<file path="config.mk">
export PLATFORM = sky130hd
export DESIGN_NAME = ifb_bank
export DESIGN_NICKNAME = d
export VERILOG_FILES = /design/src/rtl/ifb_flag_reg.v /design/src/rtl/ifb_bank.v
export VERILOG_INCLUDE_DIRS = /design/src /design/src/rtl
export SDC_FILE = /design/constraint.sdc
export NUM_CORES = 1
export LEC_CHECK = 0
export BUFFER_PORTS_ARGS = -buffer_cell sky130_fd_sc_hd__buf_2
export CAP_MARGIN = 20
export CORE_MARGIN = 2
export CORE_UTILIZATION = 50
export CTS_CLUSTER_DIAMETER = 50
export DETAILED_ROUTE_END_ITERATION = 12
export PLACE_DENSITY = 0.86
export SYNTH_ARGS = -nofsm -noshare
export SYNTH_HDL_FRONTEND = slang
export SYNTH_HIERARCHICAL = 1
export SYNTH_SLANG_ARGS = --single-unit
</file>
<file path="constraint.sdc">
create_clock -name I_REF_CLK -period 4.2 [get_ports I_REF_CLK]
set_clock_uncertainty 0.2 [all_clocks]
set_input_delay 0 -clock I_REF_CLK [delete_from_list [all_inputs] [get_ports I_REF_CLK]]
set_output_delay 0 -clock I_REF_CLK [all_outputs]
set_load 0.05 [all_outputs]
</file>
<file path="src/rtl/ifb_regs.vh">
// Register offsets, field positions and reset values of the flag and enable bank
`ifndef IFB_REGS_VH
`define IFB_REGS_VH
`define IFB_ADDR_PRI1    4'h0
`define IFB_ADDR_PRI2    4'h4
`define IFB_ADDR_PRI3    4'h8
`define IFB_ADDR_GRP0    4'hc
`define IFB_ADDR_GRP1    5'h10
`define IFB_ADDR_CTRL    5'h14
`define IFB_RST_BYTE     8'h00
// Primary 1
`define IFB_P1_G1F       7
`define IFB_P1_G0F       6
`define IFB_P1_LVF       5
`define IFB_P1_SIF       4
`define IFB_P1_G1E       3
`define IFB_P1_G0E       2
`define IFB_P1_LVE       1
`define IFB_P1_SIE       0
// Primary 2
`define IFB_P2_C1F       7
`define IFB_P2_TIMEBASE1_REQ_FLAG      6
`define IFB_P2_TIMEBASE0_REQ_FLAG      5
`define IFB_P2_G2F       4
`define IFB_P2_C1E       3
`define IFB_P2_TIMEBASE1_IRQ_EN      2
`define IFB_P2_TIMEBASE0_IRQ_EN      1
`define IFB_P2_G2E       0
// Primary 3
`define IFB_P3_G5F       6
`define IFB_P3_G4F       5
`define IFB_P3_G3F       4
`define IFB_P3_G5E       2
`define IFB_P3_G4E       1
`define IFB_P3_G3E       0
`define IFB_P3_MASK      8'h77
// Grouped registers 0 and 1
`define IFB_G_HIF        5
`define IFB_G_LOF        4
`define IFB_G_HIE        1
`define IFB_G_LOE        0
`define IFB_G_MASK       8'h33
// Control register: global enable at bit 0
`define IFB_CTRL_GIE     0
`endif

</file>
<file path="src/rtl/ifb_flag_reg.v">
// One byte of request flags and enables with hardware set and software write
`timescale 1ns/1ns
`default_nettype none
module ifb_flag_reg #(
  parameter [7:0] MASK = 8'hff
) (
  input  wire       i_clk,
  input  wire       i_rst,
  input  wire       i_wr,
  input  wire [7:0] i_wdata,
  input  wire [7:0] i_set,
  output wire [7:0] o_q
);
  reg  [7:0] q_r;
  wire [7:0] q_nxt;
  // Hardware set wins over a software clear in the same cycle
  assign q_nxt = ((i_wr ? i_wdata : q_r) | i_set) & MASK;
  always @(posedge i_clk) begin
    if (i_rst) begin
      q_r <= 8'h00;
    end else begin
      q_r <= q_nxt;
    end
  end
  assign o_q = q_r;
endmodule // ifb_flag_reg
`default_nettype wire

</file>
<file path="src/rtl/ifb_bank.v">
// Interrupt request flag and enable bank with a classic Wishbone slave
//
// Local design decisions: the Wishbone register port and the register addresses.
`timescale 1ns/1ns
`default_nettype none
`include "ifb_regs.vh"
////////////////////////////////////////////////////////////////////////////////
// What this block does
// RULE1: Primary 1 bits 7 and 6 hold group 1 and group 0 request flags.
// RULE2: Primary 1 bits 5 and 4 hold low-voltage and serial request flags.
// RULE3: Primary 1 bits 3 and 2 enable group 1 and group 0.
// RULE4: Primary 1 bits 1 and 0 enable low-voltage and serial sources.
// RULE5: Primary 2 bit 7 is comparator 1 flag, bit 3 its enable.
// RULE6: Primary 2 bits 6 and 5 are time base 1 and 0 flags.
// RULE7: Primary 2 bits 2 and 1 enable time base 1 and 0.
// RULE8: Primary 2 bit 4 is group 2 flag, bit 0 its enable.
// RULE9: Primary 3 bits 6, 5, 4 are group 5, 4, 3 flags.
// RULE10: Primary 3 bits 2, 1, 0 enable groups 5, 4, 3.
// RULE11: Unimplemented bits always read zero.
// RULE12: Grouped 0 bits 5 and 4 are EEPROM and converter flags.
// RULE13: Grouped 0 bits 1 and 0 enable EEPROM and converter.
// RULE14: Grouped 1 bits 5 and 4 are timer compare A and P flags.
// RULE15: Grouped 1 bits 1 and 0 enable timer compare A and P.
// RULE16: Hardware sets flags on source events; software writes enables.
// RULE17: Core request only when flag, its enable and global enable all set.
// RULE18: Group flag sets when an enabled flag in its grouped register is set.
module ifb_bank (
  input  wire        I_REF_CLK,
  input  wire        I_RST,
  input  wire        I_WB_CYC,
  input  wire        I_WB_STB,
  input  wire        I_WB_WE,
  input  wire [4:0]  I_WB_ADR,
  input  wire [3:0]  I_WB_SEL,
  input  wire [31:0] I_WB_DAT,
  output reg  [31:0] O_WB_DAT,
  output reg         O_WB_ACK,
  input  wire        i_low_volt_evt,
  input  wire        i_serial_evt,
  input  wire        i_line_cmp1_evt,
  input  wire        i_timebase0_evt,
  input  wire        i_timebase1_evt,
  input  wire        i_eeprom_evt,
  input  wire        i_conv_evt,
  input  wire        i_ptimer0_cmpa_evt,
  input  wire        i_ptimer0_cmpp_evt,
  input  wire [2:0]  i_group_evt,
  output reg         O_CORE_IRQ
);
  ////////////////////////////////////////////////////////////////////////////////
  // Bus decode
  wire       req      = I_WB_CYC & I_WB_STB & ~O_WB_ACK;
  wire       wr_lane0 = req & I_WB_WE & I_WB_SEL[0];
  wire [7:0] wd       = I_WB_DAT[7:0];
  wire [7:0] pri1_q;
  wire [7:0] pri2_q;
  wire [7:0] pri3_q;
  wire [7:0] grp0_q;
  wire [7:0] grp1_q;
  reg        global_irq_en_r;
  wire       wr_pri1 = wr_lane0 & (I_WB_ADR == {1'b0, `IFB_ADDR_PRI1});
  wire       wr_pri2 = wr_lane0 & (I_WB_ADR == {1'b0, `IFB_ADDR_PRI2});
  wire       wr_pri3 = wr_lane0 & (I_WB_ADR == {1'b0, `IFB_ADDR_PRI3});
  wire       wr_grp0 = wr_lane0 & (I_WB_ADR == {1'b0, `IFB_ADDR_GRP0});
  wire       wr_grp1 = wr_lane0 & (I_WB_ADR == `IFB_ADDR_GRP1);
  wire       wr_ctrl = wr_lane0 & (I_WB_ADR == `IFB_ADDR_CTRL);
  ////////////////////////////////////////////////////////////////////////////////
  // Grouped sources and their group flags
  wire grp0_any = (grp0_q[`IFB_G_HIF] & grp0_q[`IFB_G_HIE]) |
                  (grp0_q[`IFB_G_LOF] & grp0_q[`IFB_G_LOE]); // RULE18
  wire grp1_any = (grp1_q[`IFB_G_HIF] & grp1_q[`IFB_G_HIE]) |
                  (grp1_q[`IFB_G_LOF] & grp1_q[`IFB_G_LOE]); // RULE18
  wire [7:0] grp0_set = {2'b00, i_eeprom_evt, i_conv_evt, 4'h0};             // RULE12 RULE16
  wire [7:0] grp1_set = {2'b00, i_ptimer0_cmpa_evt, i_ptimer0_cmpp_evt, 4'h0}; // RULE14 RULE16
  wire [7:0] pri1_set = {grp1_any, grp0_any, i_low_volt_evt, i_serial_evt, 4'h0}; // RULE1 RULE2 RULE16
  wire [7:0] pri2_set = {i_line_cmp1_evt, i_timebase1_evt, i_timebase0_evt, i_group_evt[0], 4'h0}; // RULE5 RULE6 RULE8
  // Group 3 has no hardware source here, software alone sets its flag
  wire [7:0] pri3_set = {1'b0, i_group_evt[2], i_group_evt[1], 1'b0, 4'h0};  // RULE9
  ////////////////////////////////////////////////////////////////////////////////
  // Flag registers; enables are plain software bits
  ifb_flag_reg #(.MASK(8'hff)) u_pri1 (
    .i_clk(I_REF_CLK), .i_rst(I_RST), .i_wr(wr_pri1), .i_wdata(wd), .i_set(pri1_set), .o_q(pri1_q)); // RULE3 RULE4
  ifb_flag_reg #(.MASK(8'hff)) u_pri2 (
    .i_clk(I_REF_CLK), .i_rst(I_RST), .i_wr(wr_pri2), .i_wdata(wd), .i_set(pri2_set), .o_q(pri2_q)); // RULE7
  ifb_flag_reg #(.MASK(`IFB_P3_MASK)) u_pri3 (
    .i_clk(I_REF_CLK), .i_rst(I_RST), .i_wr(wr_pri3), .i_wdata(wd), .i_set(pri3_set), .o_q(pri3_q)); // RULE10 RULE11
  ifb_flag_reg #(.MASK(`IFB_G_MASK)) u_grp0 (
    .i_clk(I_REF_CLK), .i_rst(I_RST), .i_wr(wr_grp0), .i_wdata(wd), .i_set(grp0_set), .o_q(grp0_q)); // RULE13 RULE11
  ifb_flag_reg #(.MASK(`IFB_G_MASK)) u_grp1 (
    .i_clk(I_REF_CLK), .i_rst(I_RST), .i_wr(wr_grp1), .i_wdata(wd), .i_set(grp1_set), .o_q(grp1_q)); // RULE15 RULE11
  ////////////////////////////////////////////////////////////////////////////////
  // Core request
  wire group3_fire = pri3_q[`IFB_P3_G3F] & pri3_q[`IFB_P3_G3E];
  wire [5:0] pending = {
    pri3_q[`IFB_P3_G5F] & pri3_q[`IFB_P3_G5E],
    pri3_q[`IFB_P3_G4F] & pri3_q[`IFB_P3_G4E],
    group3_fire,
    |(pri2_q[7:4] & pri2_q[3:0]),
    |(pri1_q[7:4] & pri1_q[3:0]),
    1'b0};
  always @(posedge I_REF_CLK) begin
    if (I_RST) begin
      global_irq_en_r <= 1'b0;
      O_CORE_IRQ      <= 1'b0;
      O_WB_ACK        <= 1'b0;
      O_WB_DAT        <= 32'h0000_0000;
    end else begin
      if (wr_ctrl) begin
        global_irq_en_r <= wd[`IFB_CTRL_GIE];
      end
      O_CORE_IRQ <= global_irq_en_r & (|pending); // RULE17
      O_WB_ACK   <= req;
      if (req & ~I_WB_WE) begin
        case (I_WB_ADR)
          {1'b0, `IFB_ADDR_PRI1}: O_WB_DAT <= {24'h000000, pri1_q};
          {1'b0, `IFB_ADDR_PRI2}: O_WB_DAT <= {24'h000000, pri2_q};
          {1'b0, `IFB_ADDR_PRI3}: O_WB_DAT <= {24'h000000, pri3_q};
          {1'b0, `IFB_ADDR_GRP0}: O_WB_DAT <= {24'h000000, grp0_q};
          `IFB_ADDR_GRP1:         O_WB_DAT <= {24'h000000, grp1_q};
          `IFB_ADDR_CTRL:         O_WB_DAT <= {31'h00000000, global_irq_en_r};
          default:                O_WB_DAT <= 32'h0000_0000; // RULE11
        endcase
      end
    end
  end
endmodule // ifb_bank
`default_nettype wire

</file>
==> flow_metrics.tcl, run 1 <==
set metrics [dict create \
    wl_per_cell_um 14.0 \
    maxCapViolations 0 \
    post-dp-hpwl_um 3710 \
    synth_seq_area_share 0.345 \
    min_period_ps 2750 \
    yosys.area.top_type_share 0.345 \
    synth_edf_count 0 \
    firstDrtPassIters 4 \
    synth_area_leader_cell "dfxtp_1" \
    grt_pass1_wl_um 9220 \
    initial_core_util 0.511 \
    grtUsageMet1 0.280 \
    required_ps 4200 \
    placementRows 25 \
    tritoncts "yes" \
    synth.avg_cell_area_um2 9.05 \
    place_congestion 0.846 \
    viasPerCell 5.14 \
    async_flop_share 0 \
    synthTopCellsByArea "dfxtp_1, mux2i_1, buf_4" \
    ctsRootBufferMaster "clkbuf_8" \
    worstSkewPairLatency_ps 310 \
    grtUsageMet3 0.0649 \
    yosysWarnings 6 \
    ff2ff_setup_slack_ps 1450 \
    power_density_nw_per_um2 297 \
    synth_ff_type "dfxtp_1" \
    syn_inst 263 \
    antenna_found_initial 0 \
    period_share 0.656 \
    reg2reg_depth 6 \
    area_growth_pct 23.5 \
    end_kind "flop" \
    cts_buffers 5 \
    path_clk_slew_ps 80 \
    dp_cells 357 \
    instances_no_fill 401 \
    clk_path_buf_depth 2 \
    drtAntennaViolNets 0 \
    drc 0 \
    grtUsageMet2 0.370 \
    syn_area_um2 2380 \
    die_w_um 73.0 \
    diodes 0 \
    final.fill_count 416 \
    tightest_slew_ps 954 \
    criticalPathCategory "flop to flop" \
    final_cell_mix "conb_1, mux2i_1, dfxtp_1, buf_2, dlygate4sd3_1" \
    cts_sinks 41 \
    hold_viol_final 0 \
    maxSlewViolCount 0 \
    drive_above_1_share 0.153 \
    min_delay_path_depth 4 \
    port_buffers 40 \
    hp-class "primary input to flop" \
    nNetsFinal 405 \
    grt_pass1_vias 1991 \
    irDropWorstVdd_mv 0.233 \
    grt_max_degree 42 \
    cts_resized 0 \
    htreeDepth 2 \
    finalSetupViolCount 0 \
    setup-tns-final_ps 0 \
    final_common_cell "conb_1" \
    total_power_w 0.000875 \
    relSlewSlack 0.362 \
    synth_cell_types 37 \
    rsz0062_at_grt "false" \
    die_area_um2 5330 \
    fmax_mhz 363 \
    num_vias 2063 \
    critPathLaunchType "flop" \
    cp.arrival_ps 2750 \
    gr-total-overflow 0 \
    die_y_um 73.0 \
    grt_usage 0.226 \
    yosys_register_bits 41 \
    outcome "complete, no violations" \
    io_pins 92 \
    p_leak_nw 1.25 \
    crit_fanout 8 \
    grt_busiest_layer "met2" \
    core_um2 4660 \
    first_iter_violations 102 \
    routed_wl_um 5630 \
]
## cells by family after synthesis
logic type | share of synthesized area
muxes | 0.202
and+or+nand+nor | 0.0715
AOI/OAI and AO/OA | 0.183
other | 0.00630
buffers and inverters | 0.192
DFF | 0.345
## worst max-delay path: stages, from the launching register on
cell and delay (ps):
dfxtp_1 330, and3b_1 280, nand2_1 100, nor2_1 740, mux2i_1 310, a21oi_1 90, dlygate4sd3_1 590
## layer usage
layer / vias up / routed length [um]
met3: 15 / 365
met2: 87 / 2730
met5: - / 0
met4: 0 / 129
met1: 953 / 2400
li1: 1008 / -
## flip-flops by register name, indices dropped and copies added, names as in the netlist
register,cells
u_pri2/o_q,8
global_irq_en_r,1
O_WB_DAT,8
u_pri1/o_q,8
u_grp1/o_q,4
u_pri3/o_q,6
u_grp0/o_q,4
O_CORE_IRQ,1
O_WB_ACK,1
## Yosys cell counts (all sizes together), types with 2 or more instances
cell type  count
a211oi         2
dfxtp         41
nor3           2
a22o           2
conb           4
a21oi         30
nand2         10
nand3          2
nor2           4
nand2b         2
inv           31
a22oi          4
buf           43
o22a           7
mux2i         47
a32oi          7
clkbuf         4
and3           2
a221oi         7
## final cells by class
type,count,area [um2],share of cell area
inverter,31,116,0.0396
clock buffer,7,86.3,0.0294
sequential,41,821,0.279
tap,54,67.6,0.0230
multi-input combinational,190,1280,0.434
timing repair buffer,78,573,0.195
## path summary, 6_finish.rpt
check | start | end
worst max-delay path | O_WB_ACK | u_pri2/o_q[6]
worst min-delay path | I_WB_ADR[0] | O_WB_DAT[2]
worst max register to register | O_WB_ACK | u_pri2/o_q[6]
worst min register to register | O_WB_DAT[4] | O_WB_DAT[4]
## stage by stage
stage | util | hold WS, ps | area (um2) | setup WS (ps)
6_report | 0.631 | 23.5 | 2940 | 1450
5_1_grt | 0.631 | 58.9 | 2940 | 1330
4_1_cts | 0.630 | 16.9 | 2940 | 1250
3_5_place_dp | 0.534 | 38.1 | 2490 | 1740
3_3_place_gp | 0.534 | 36.1 | 2490 | 1790
2_1_floorplan | - | -131 | 2550 | 2340
## timing repair
| action | in CTS | in global routing |
|---|---|---|
| setup endpoints to repair | 0 | 0 |
| endpoints found under the hold margin | 33 | 0 |
| hold buffers | 36 | 0 |
| setup buffers | 0 | 0 |
## power breakdown
group / switching [W] / leakage [nW] / internal (W)
Clock: 0.000136 / 0.0443 / 0.000130
Sequential: 0.0000195 / 0.340 / 0.000411
Combinational: 0.000109 / 0.861 / 0.0000689
Note: power is estimated with default switching activity, not from simulation.
==> run 2: changes to the inputs <==
--- a/config.mk
+++ b/config.mk
@@ -6,13 +6,14 @@
 export SDC_FILE = /design/constraint.sdc
 export NUM_CORES = 1
 export LEC_CHECK = 0
+export ABC_AREA = 1
 export BUFFER_PORTS_ARGS = -buffer_cell sky130_fd_sc_hd__buf_2
 export CAP_MARGIN = 20
 export CORE_MARGIN = 2
-export CORE_UTILIZATION = 50
+export CORE_UTILIZATION = 46
 export CTS_CLUSTER_DIAMETER = 50
 export DETAILED_ROUTE_END_ITERATION = 12
-export PLACE_DENSITY = 0.86
+export PLACE_DENSITY = 0.81
 export SYNTH_ARGS = -nofsm -noshare
 export SYNTH_HDL_FRONTEND = slang
 export SYNTH_HIERARCHICAL = 1
==> constraint.sdc (replaced) <==
create_clock -name I_REF_CLK -period 2.43 [get_ports I_REF_CLK]
set_clock_uncertainty 0.2 [all_clocks]
set_input_delay 0 -clock I_REF_CLK [delete_from_list [all_inputs] [get_ports I_REF_CLK]]
set_output_delay 0 -clock I_REF_CLK [all_outputs]
set_load 0.05 [all_outputs]
==> flow_metrics.tcl, run 2 <==
set metrics [dict create \
    crit_fanout 18 \
    synth_common_cells "nand2_1, inv_1, dfxtp_1" \
    fmax_mhz 443 \
    maxCapViolations 0 \
    power.share.clock 0.288 \
    diodes 0 \
    setup-tns-final_ps 0 \
    irDropWorstVdd_mv 0.237 \
    synth_edf_count 0 \
    area_growth_pct 20.3 \
    hp-class "primary input to flop" \
    internal_power_w 0.00102 \
    viasPerCell 4.69 \
    gr-total-overflow 0 \
    hp-start "I_WB_ADR[3]" \
    end_kind "flop" \
    core_um2 5850 \
    criticalPathCategory "primary input to flop" \
    stdcell_area_um2 3300 \
    cts_buffers 5 \
    tightest_slew_ps 577 \
    synthTopCellsByArea "dfxtp_1, nand2_1, buf_4" \
    finalSetupViolCount 0 \
    synth_cell_types 27 \
    clk_path_buf_depth 2 \
    syn_inst 418 \
    r2r-end "u_pri1/o_q[4]" \
    swShare 0.329 \
    final_common_cell "nand2_1" \
    grt_usage 0.207 \
    firstDrtPassIters 4 \
    pwr-share-seq 0.487 \
    first_iter_violations 299 \
    path_clk_slew_ps 80 \
    outcome "complete, no violations" \
    synth_ff_type "dfxtp_1" \
    die_area_um2 6590 \
    yosysMostFrequentCell "nand2_1" \
    post_dp_cell_area_um2 2870 \
    yosys_register_bits 41 \
    synth.avg_cell_area_um2 6.56 \
    yosysWarnings 6 \
    relSlewSlack 0.614 \
    tritoncts "yes" \
    drive_above_1_share 0.204 \
    htreeDepth 2 \
    p_leak_nw 1.72 \
    yosys.area.top_type_share 0.300 \
    post-dp-hpwl_um 4600 \
    reg2reg_depth 11 \
    switching_power_w 0.000501 \
    total_power_w 0.00152 \
    rsz0062_at_grt "false" \
    die_w_um 81.2 \
    io_pins 92 \
    drtAntennaViolNets 0 \
    critPathLaunchType "primary input" \
    synth_area_leader_cell "dfxtp_1" \
    power_density_nw_per_um2 462 \
    wl_per_cell_um 10.9 \
    drc 0 \
    cp.arrival_ps 2250 \
    nNetsFinal 563 \
    initial_core_util 0.468 \
    routed_wl_um 6320 \
    period_share 0.929 \
    final_cell_mix "nand2_1, inv_1, conb_1, dfxtp_1, buf_2" \
    port_buffers 40 \
    placementRows 28 \
    syn_area_um2 2740 \
    min_period_ps 2260 \
    async_flop_share 0 \
    min_delay_path_depth 5 \
    grt_pass1_vias 2386 \
    required_ps 2430 \
    min_to "global_irq_en_r" \
    die_y_um 81.2 \
    ctsRootBufferMaster "clkbuf_8" \
    place_congestion 0.894 \
    r2r-start "O_WB_ACK" \
    num_vias 2724 \
    hold_viol_final 0 \
    cts_sinks 41 \
    grt_pass1_wl_um 10600 \
    synth_seq_area_share 0.300 \
    grt_max_degree 27 \
    ff2ff_setup_slack_ps 200 \
    maxSlewViolCount 0 \
    worstSkewPairLatency_ps 290 \
    antenna_found_initial 0 \
    power_frac_comb 0.225 \
    instances_no_fill 581 \
    dp_cells 539 \
]
==> run 2: worst max path at each step <==
stage,start,end,depth (start not counted)
3_3_place_gp,O_WB_ACK,u_grp0/o_q[5],9
3_5_place_dp,O_WB_ACK,u_pri2/o_q[2],10
2_1_floorplan,O_WB_ACK,u_grp1/o_q[1],9
4_1_cts,I_WB_ADR[4],u_pri3/o_q[6],12
6_report,I_WB_ADR[4],u_pri3/o_q[6],12
5_1_grt,I_WB_ADR[4],u_pri3/o_q[6],12
==> run 2: power groups by stage <==
stage,Clock (W),Combinational (W),Sequential [W]
6_report,0.000439,0.000343,0.000741
4_1_cts,0.000455,0.000338,0.000740
3_5_place_dp,0,0.000295,0.000756
3_3_place_gp,0,0.000288,0.000755
5_1_grt,0.000487,0.000381,0.000745
2_1_floorplan,0,0.000276,0.000751
==> run 2: logic make-up (layout without fill, tap and decap cells) <==
family	count (synthesis)	count (layout)	synth area share
buffers and inverters	130	172	0.263
and+or+nand+nor	216	216	0.373
other	4	50	0.00548
DFF	41	41	0.300
AOI/OAI and AO/OA	27	27	0.0589
==> run 2: metal layers <==
layer,part of all wire,GRT usage
met1,0.44,0.271
met3,0.056,0.0344
met5,0,0
met2,0.50,0.355
met4,0.011,0.0525
==> run 2: final cells by class <==
class / instances / area, um2
fill: 562 / 2550
clock inverter: 3 / 17.5
timing repair buffer: 80 / 586
sequential: 41 / 821
multi-input combinational: 293 / 1370
tap: 75 / 93.8
clock buffer: 5 / 68.8
inverter: 84 / 335
==> run 2: worst max-delay path: stages <==
cell and delay [ps]:
dlygate4sd3_1 530, buf_2 220, nor2_8 260, nand3_1 100, nor2_1 130, buf_4 180
inv_6 50, nand2_1 50, nand3_1 60, dlygate4sd3_1 560, nand2_1 60, inv_1 40
==> run 2: stage by stage <==
stage,util,hold WS (ps),worst slack [ps]
5_1_grt,0.563,140,14.3
3_5_place_dp,0.490,86.8,545
6_report,0.563,86.0,172
4_1_cts,0.563,84.2,196
3_3_place_gp,0.490,76.4,591
2_1_floorplan,-,-128,397
==> run 2: timing repair <==
action                                 4_1_cts  5_1_grt
resized for setup                            0        1
setup endpoints to repair                    0        2
setup buffers                                0        0
hold buffers                                34        0
endpoints found under the hold margin       40        0
==> run 3: changes to the inputs <==
--- a/config.mk
+++ b/config.mk
@@ -8,12 +8,11 @@
 export LEC_CHECK = 0
 export ABC_AREA = 1
 export BUFFER_PORTS_ARGS = -buffer_cell sky130_fd_sc_hd__buf_2
-export CAP_MARGIN = 20
 export CORE_MARGIN = 2
-export CORE_UTILIZATION = 46
+export CORE_UTILIZATION = 50
 export CTS_CLUSTER_DIAMETER = 50
 export DETAILED_ROUTE_END_ITERATION = 12
-export PLACE_DENSITY = 0.81
+export PLACE_DENSITY = 0.83
 export SYNTH_ARGS = -nofsm -noshare
 export SYNTH_HDL_FRONTEND = slang
 export SYNTH_HIERARCHICAL = 1
==> constraint.sdc (replaced) <==
create_clock -name I_REF_CLK -period 2.7 [get_ports I_REF_CLK]
set_clock_uncertainty 0.2 [all_clocks]
set_input_delay 0 -clock I_REF_CLK [delete_from_list [all_inputs] [get_ports I_REF_CLK]]
set_output_delay 0 -clock I_REF_CLK [all_outputs]
set_load 0.05 [all_outputs]
==> flow_metrics.tcl, run 3 (same netlist as run 2, synthesis figures left out) <==
set metrics [dict create \
    outcome "complete, no violations" \
    ff_latch_area_um2 821 \
    rsz0062_at_grt "false" \
    period_share 0.920 \
    setup-tns-final_ps 0 \
    path_common_cell "dlygate4sd3_1" \
    maxSlewViolCount 0 \
    r2r-end "global_irq_en_r" \
    routed_wl_um 6710 \
    p_leak_nw 1.74 \
    required_ps 2690 \
    r2r-start "O_WB_ACK" \
    io_pins 92 \
    cpLargestDelayFamily "buffers and inverters" \
    placementRows 26 \
    cts_setup_buffers 0 \
    drtAntennaViolNets 0 \
    power_density_nw_per_um2 425 \
    irDropWorstVdd_mv 0.265 \
    final.fill_count 466 \
    firstDrtPassIters 5 \
    end_kind "flop" \
    min_period_ps 2490 \
    core_um2 5200 \
    drive_above_1_share 0.198 \
    grt_busiest_layer "met2" \
    dp_worst_setup_slack_ps 636 \
    antenna_found_initial 0 \
    final_cell_mix "nand2_1, inv_1, conb_1, dfxtp_1, buf_2" \
    grt_max_degree 36 \
    clk_path_buf_depth 2 \
    cp.arrival_ps 2480 \
    tritoncts "yes" \
    initial_core_util 0.526 \
    grtUsageMet3 0.0437 \
    reg2reg_depth 7 \
    crit_path_cell_trace "nand3b_2 > nor2_1 > dlygate4sd3_1 > nand4_1 > o21ai_1 > a21oi_1 > dlygate4sd3_1" \
    ctsRootBufferMaster "clkbuf_8" \
    drc 0 \
    stdcell_area_um2 3340 \
    finalSetupViolCount 0 \
    crit_path_start "O_WB_ACK" \
    critPathLaunchType "flop" \
    die_y_um 78.0 \
    cts_sinks 41 \
    grt_usage 0.228 \
    final_common_cell "nand2_1" \
    path_clk_slew_ps 80 \
    viasPerCell 4.71 \
    min_to "u_grp1/o_q[0]" \
    ff2ff_setup_slack_ps 210 \
    cpMaxStageDelayCell "dlygate4sd3_1" \
    post_dp_cell_area_um2 2850 \
    worstSkewPairLatency_ps 300 \
    die_area_um2 6090 \
    grtUsageMet1 0.280 \
    post-dp-hpwl_um 4620 \
    gr-total-overflow 0 \
    crit_buf_inv 2 \
    crit_fanout 2 \
    first_iter_violations 231 \
    hold_viol_final 0 \
    diodes 0 \
    grtUsageMet2 0.384 \
    setup_slack_ps 215 \
    htreeDepth 2 \
    area_growth_pct 21.8 \
    wl_per_cell_um 11.6 \
    hp-class "primary input to flop" \
    die_w_um 78.0 \
    multi_input_area_um2 1380 \
    grt_pass1_wl_um 10900 \
    nNetsFinal 566 \
    port_buffers 40 \
    num_vias 2727 \
    fmax_mhz 402 \
    grt_pass1_vias 2457 \
    whs_ps 63.7 \
    max_stage_delay_ps 600 \
    hp-start "I_WB_ADR[0]" \
    min_delay_path_depth 7 \
    maxCapViolations 0 \
    cts_buffers 5 \
    place_congestion 0.938 \
    criticalPathCategory "flop to flop" \
]
run 3: worst max-delay path by stage:
stage / endpoint / slack [ps] / depth (start not counted)
2_1_floorplan: u_grp1/o_q[1] / 670 / 9
3_3_place_gp: u_grp1/o_q[5] / 690 / 9
3_5_place_dp: u_grp1/o_q[4] / 640 / 9
4_1_cts: u_grp1/o_q[4] / 210 / 10
5_1_grt: global_irq_en_r / 120 / 7
6_report: global_irq_en_r / 210 / 7
run 3: worst reg2reg max path, stage by stage, from the launching register on:
cell and delay (ps):
dfxtp_1 310, nand3b_2 210, nor2_1 210, dlygate4sd3_1 600, nand4_1 100, o21ai_1 140, a21oi_1 50, dlygate4sd3_1 550
run 3: repair_timing:
action,CTS,global route
resized for setup,0,1
endpoints found under the hold margin,40,0
endpoints found under the setup margin,0,2
hold buffers,39,0
run 3: through the flow:
stage / utilization / total power (W) / instances
floorplan: - / 0.000924 / 464
global placement: 0.547 / 0.000938 / 532
detailed placement: 0.547 / 0.000945 / 532
CTS: 0.640 / 0.00142 / 579
global route: 0.641 / 0.00148 / 579
finish: 0.641 / 0.00142 / 579
run 3: per-layer routing:
layer	vias up	wire, um
met5	-	0
met2	103	3110
met1	1203	2860
met4	0	231
li1	1393	-
met3	28	497
run 3: cell type report:
cell class | count | share of cell area
tap | 70 | 0.0262
inverter | 84 | 0.100
sequential | 41 | 0.246
clock inverter | 2 | 0.00412
multi-input combinational | 293 | 0.412
clock buffer | 6 | 0.0247
timing repair buffer | 83 | 0.186
run 3: report_power, final:
| group | switching [W] | internal (W) | total [W] |
|---|---|---|---|
| Clock | 0.000229 | 0.000207 | 0.000436 |
| Sequential | 0.0000265 | 0.000639 | 0.000665 |
| Combinational | 0.000212 | 0.000107 | 0.000318 |
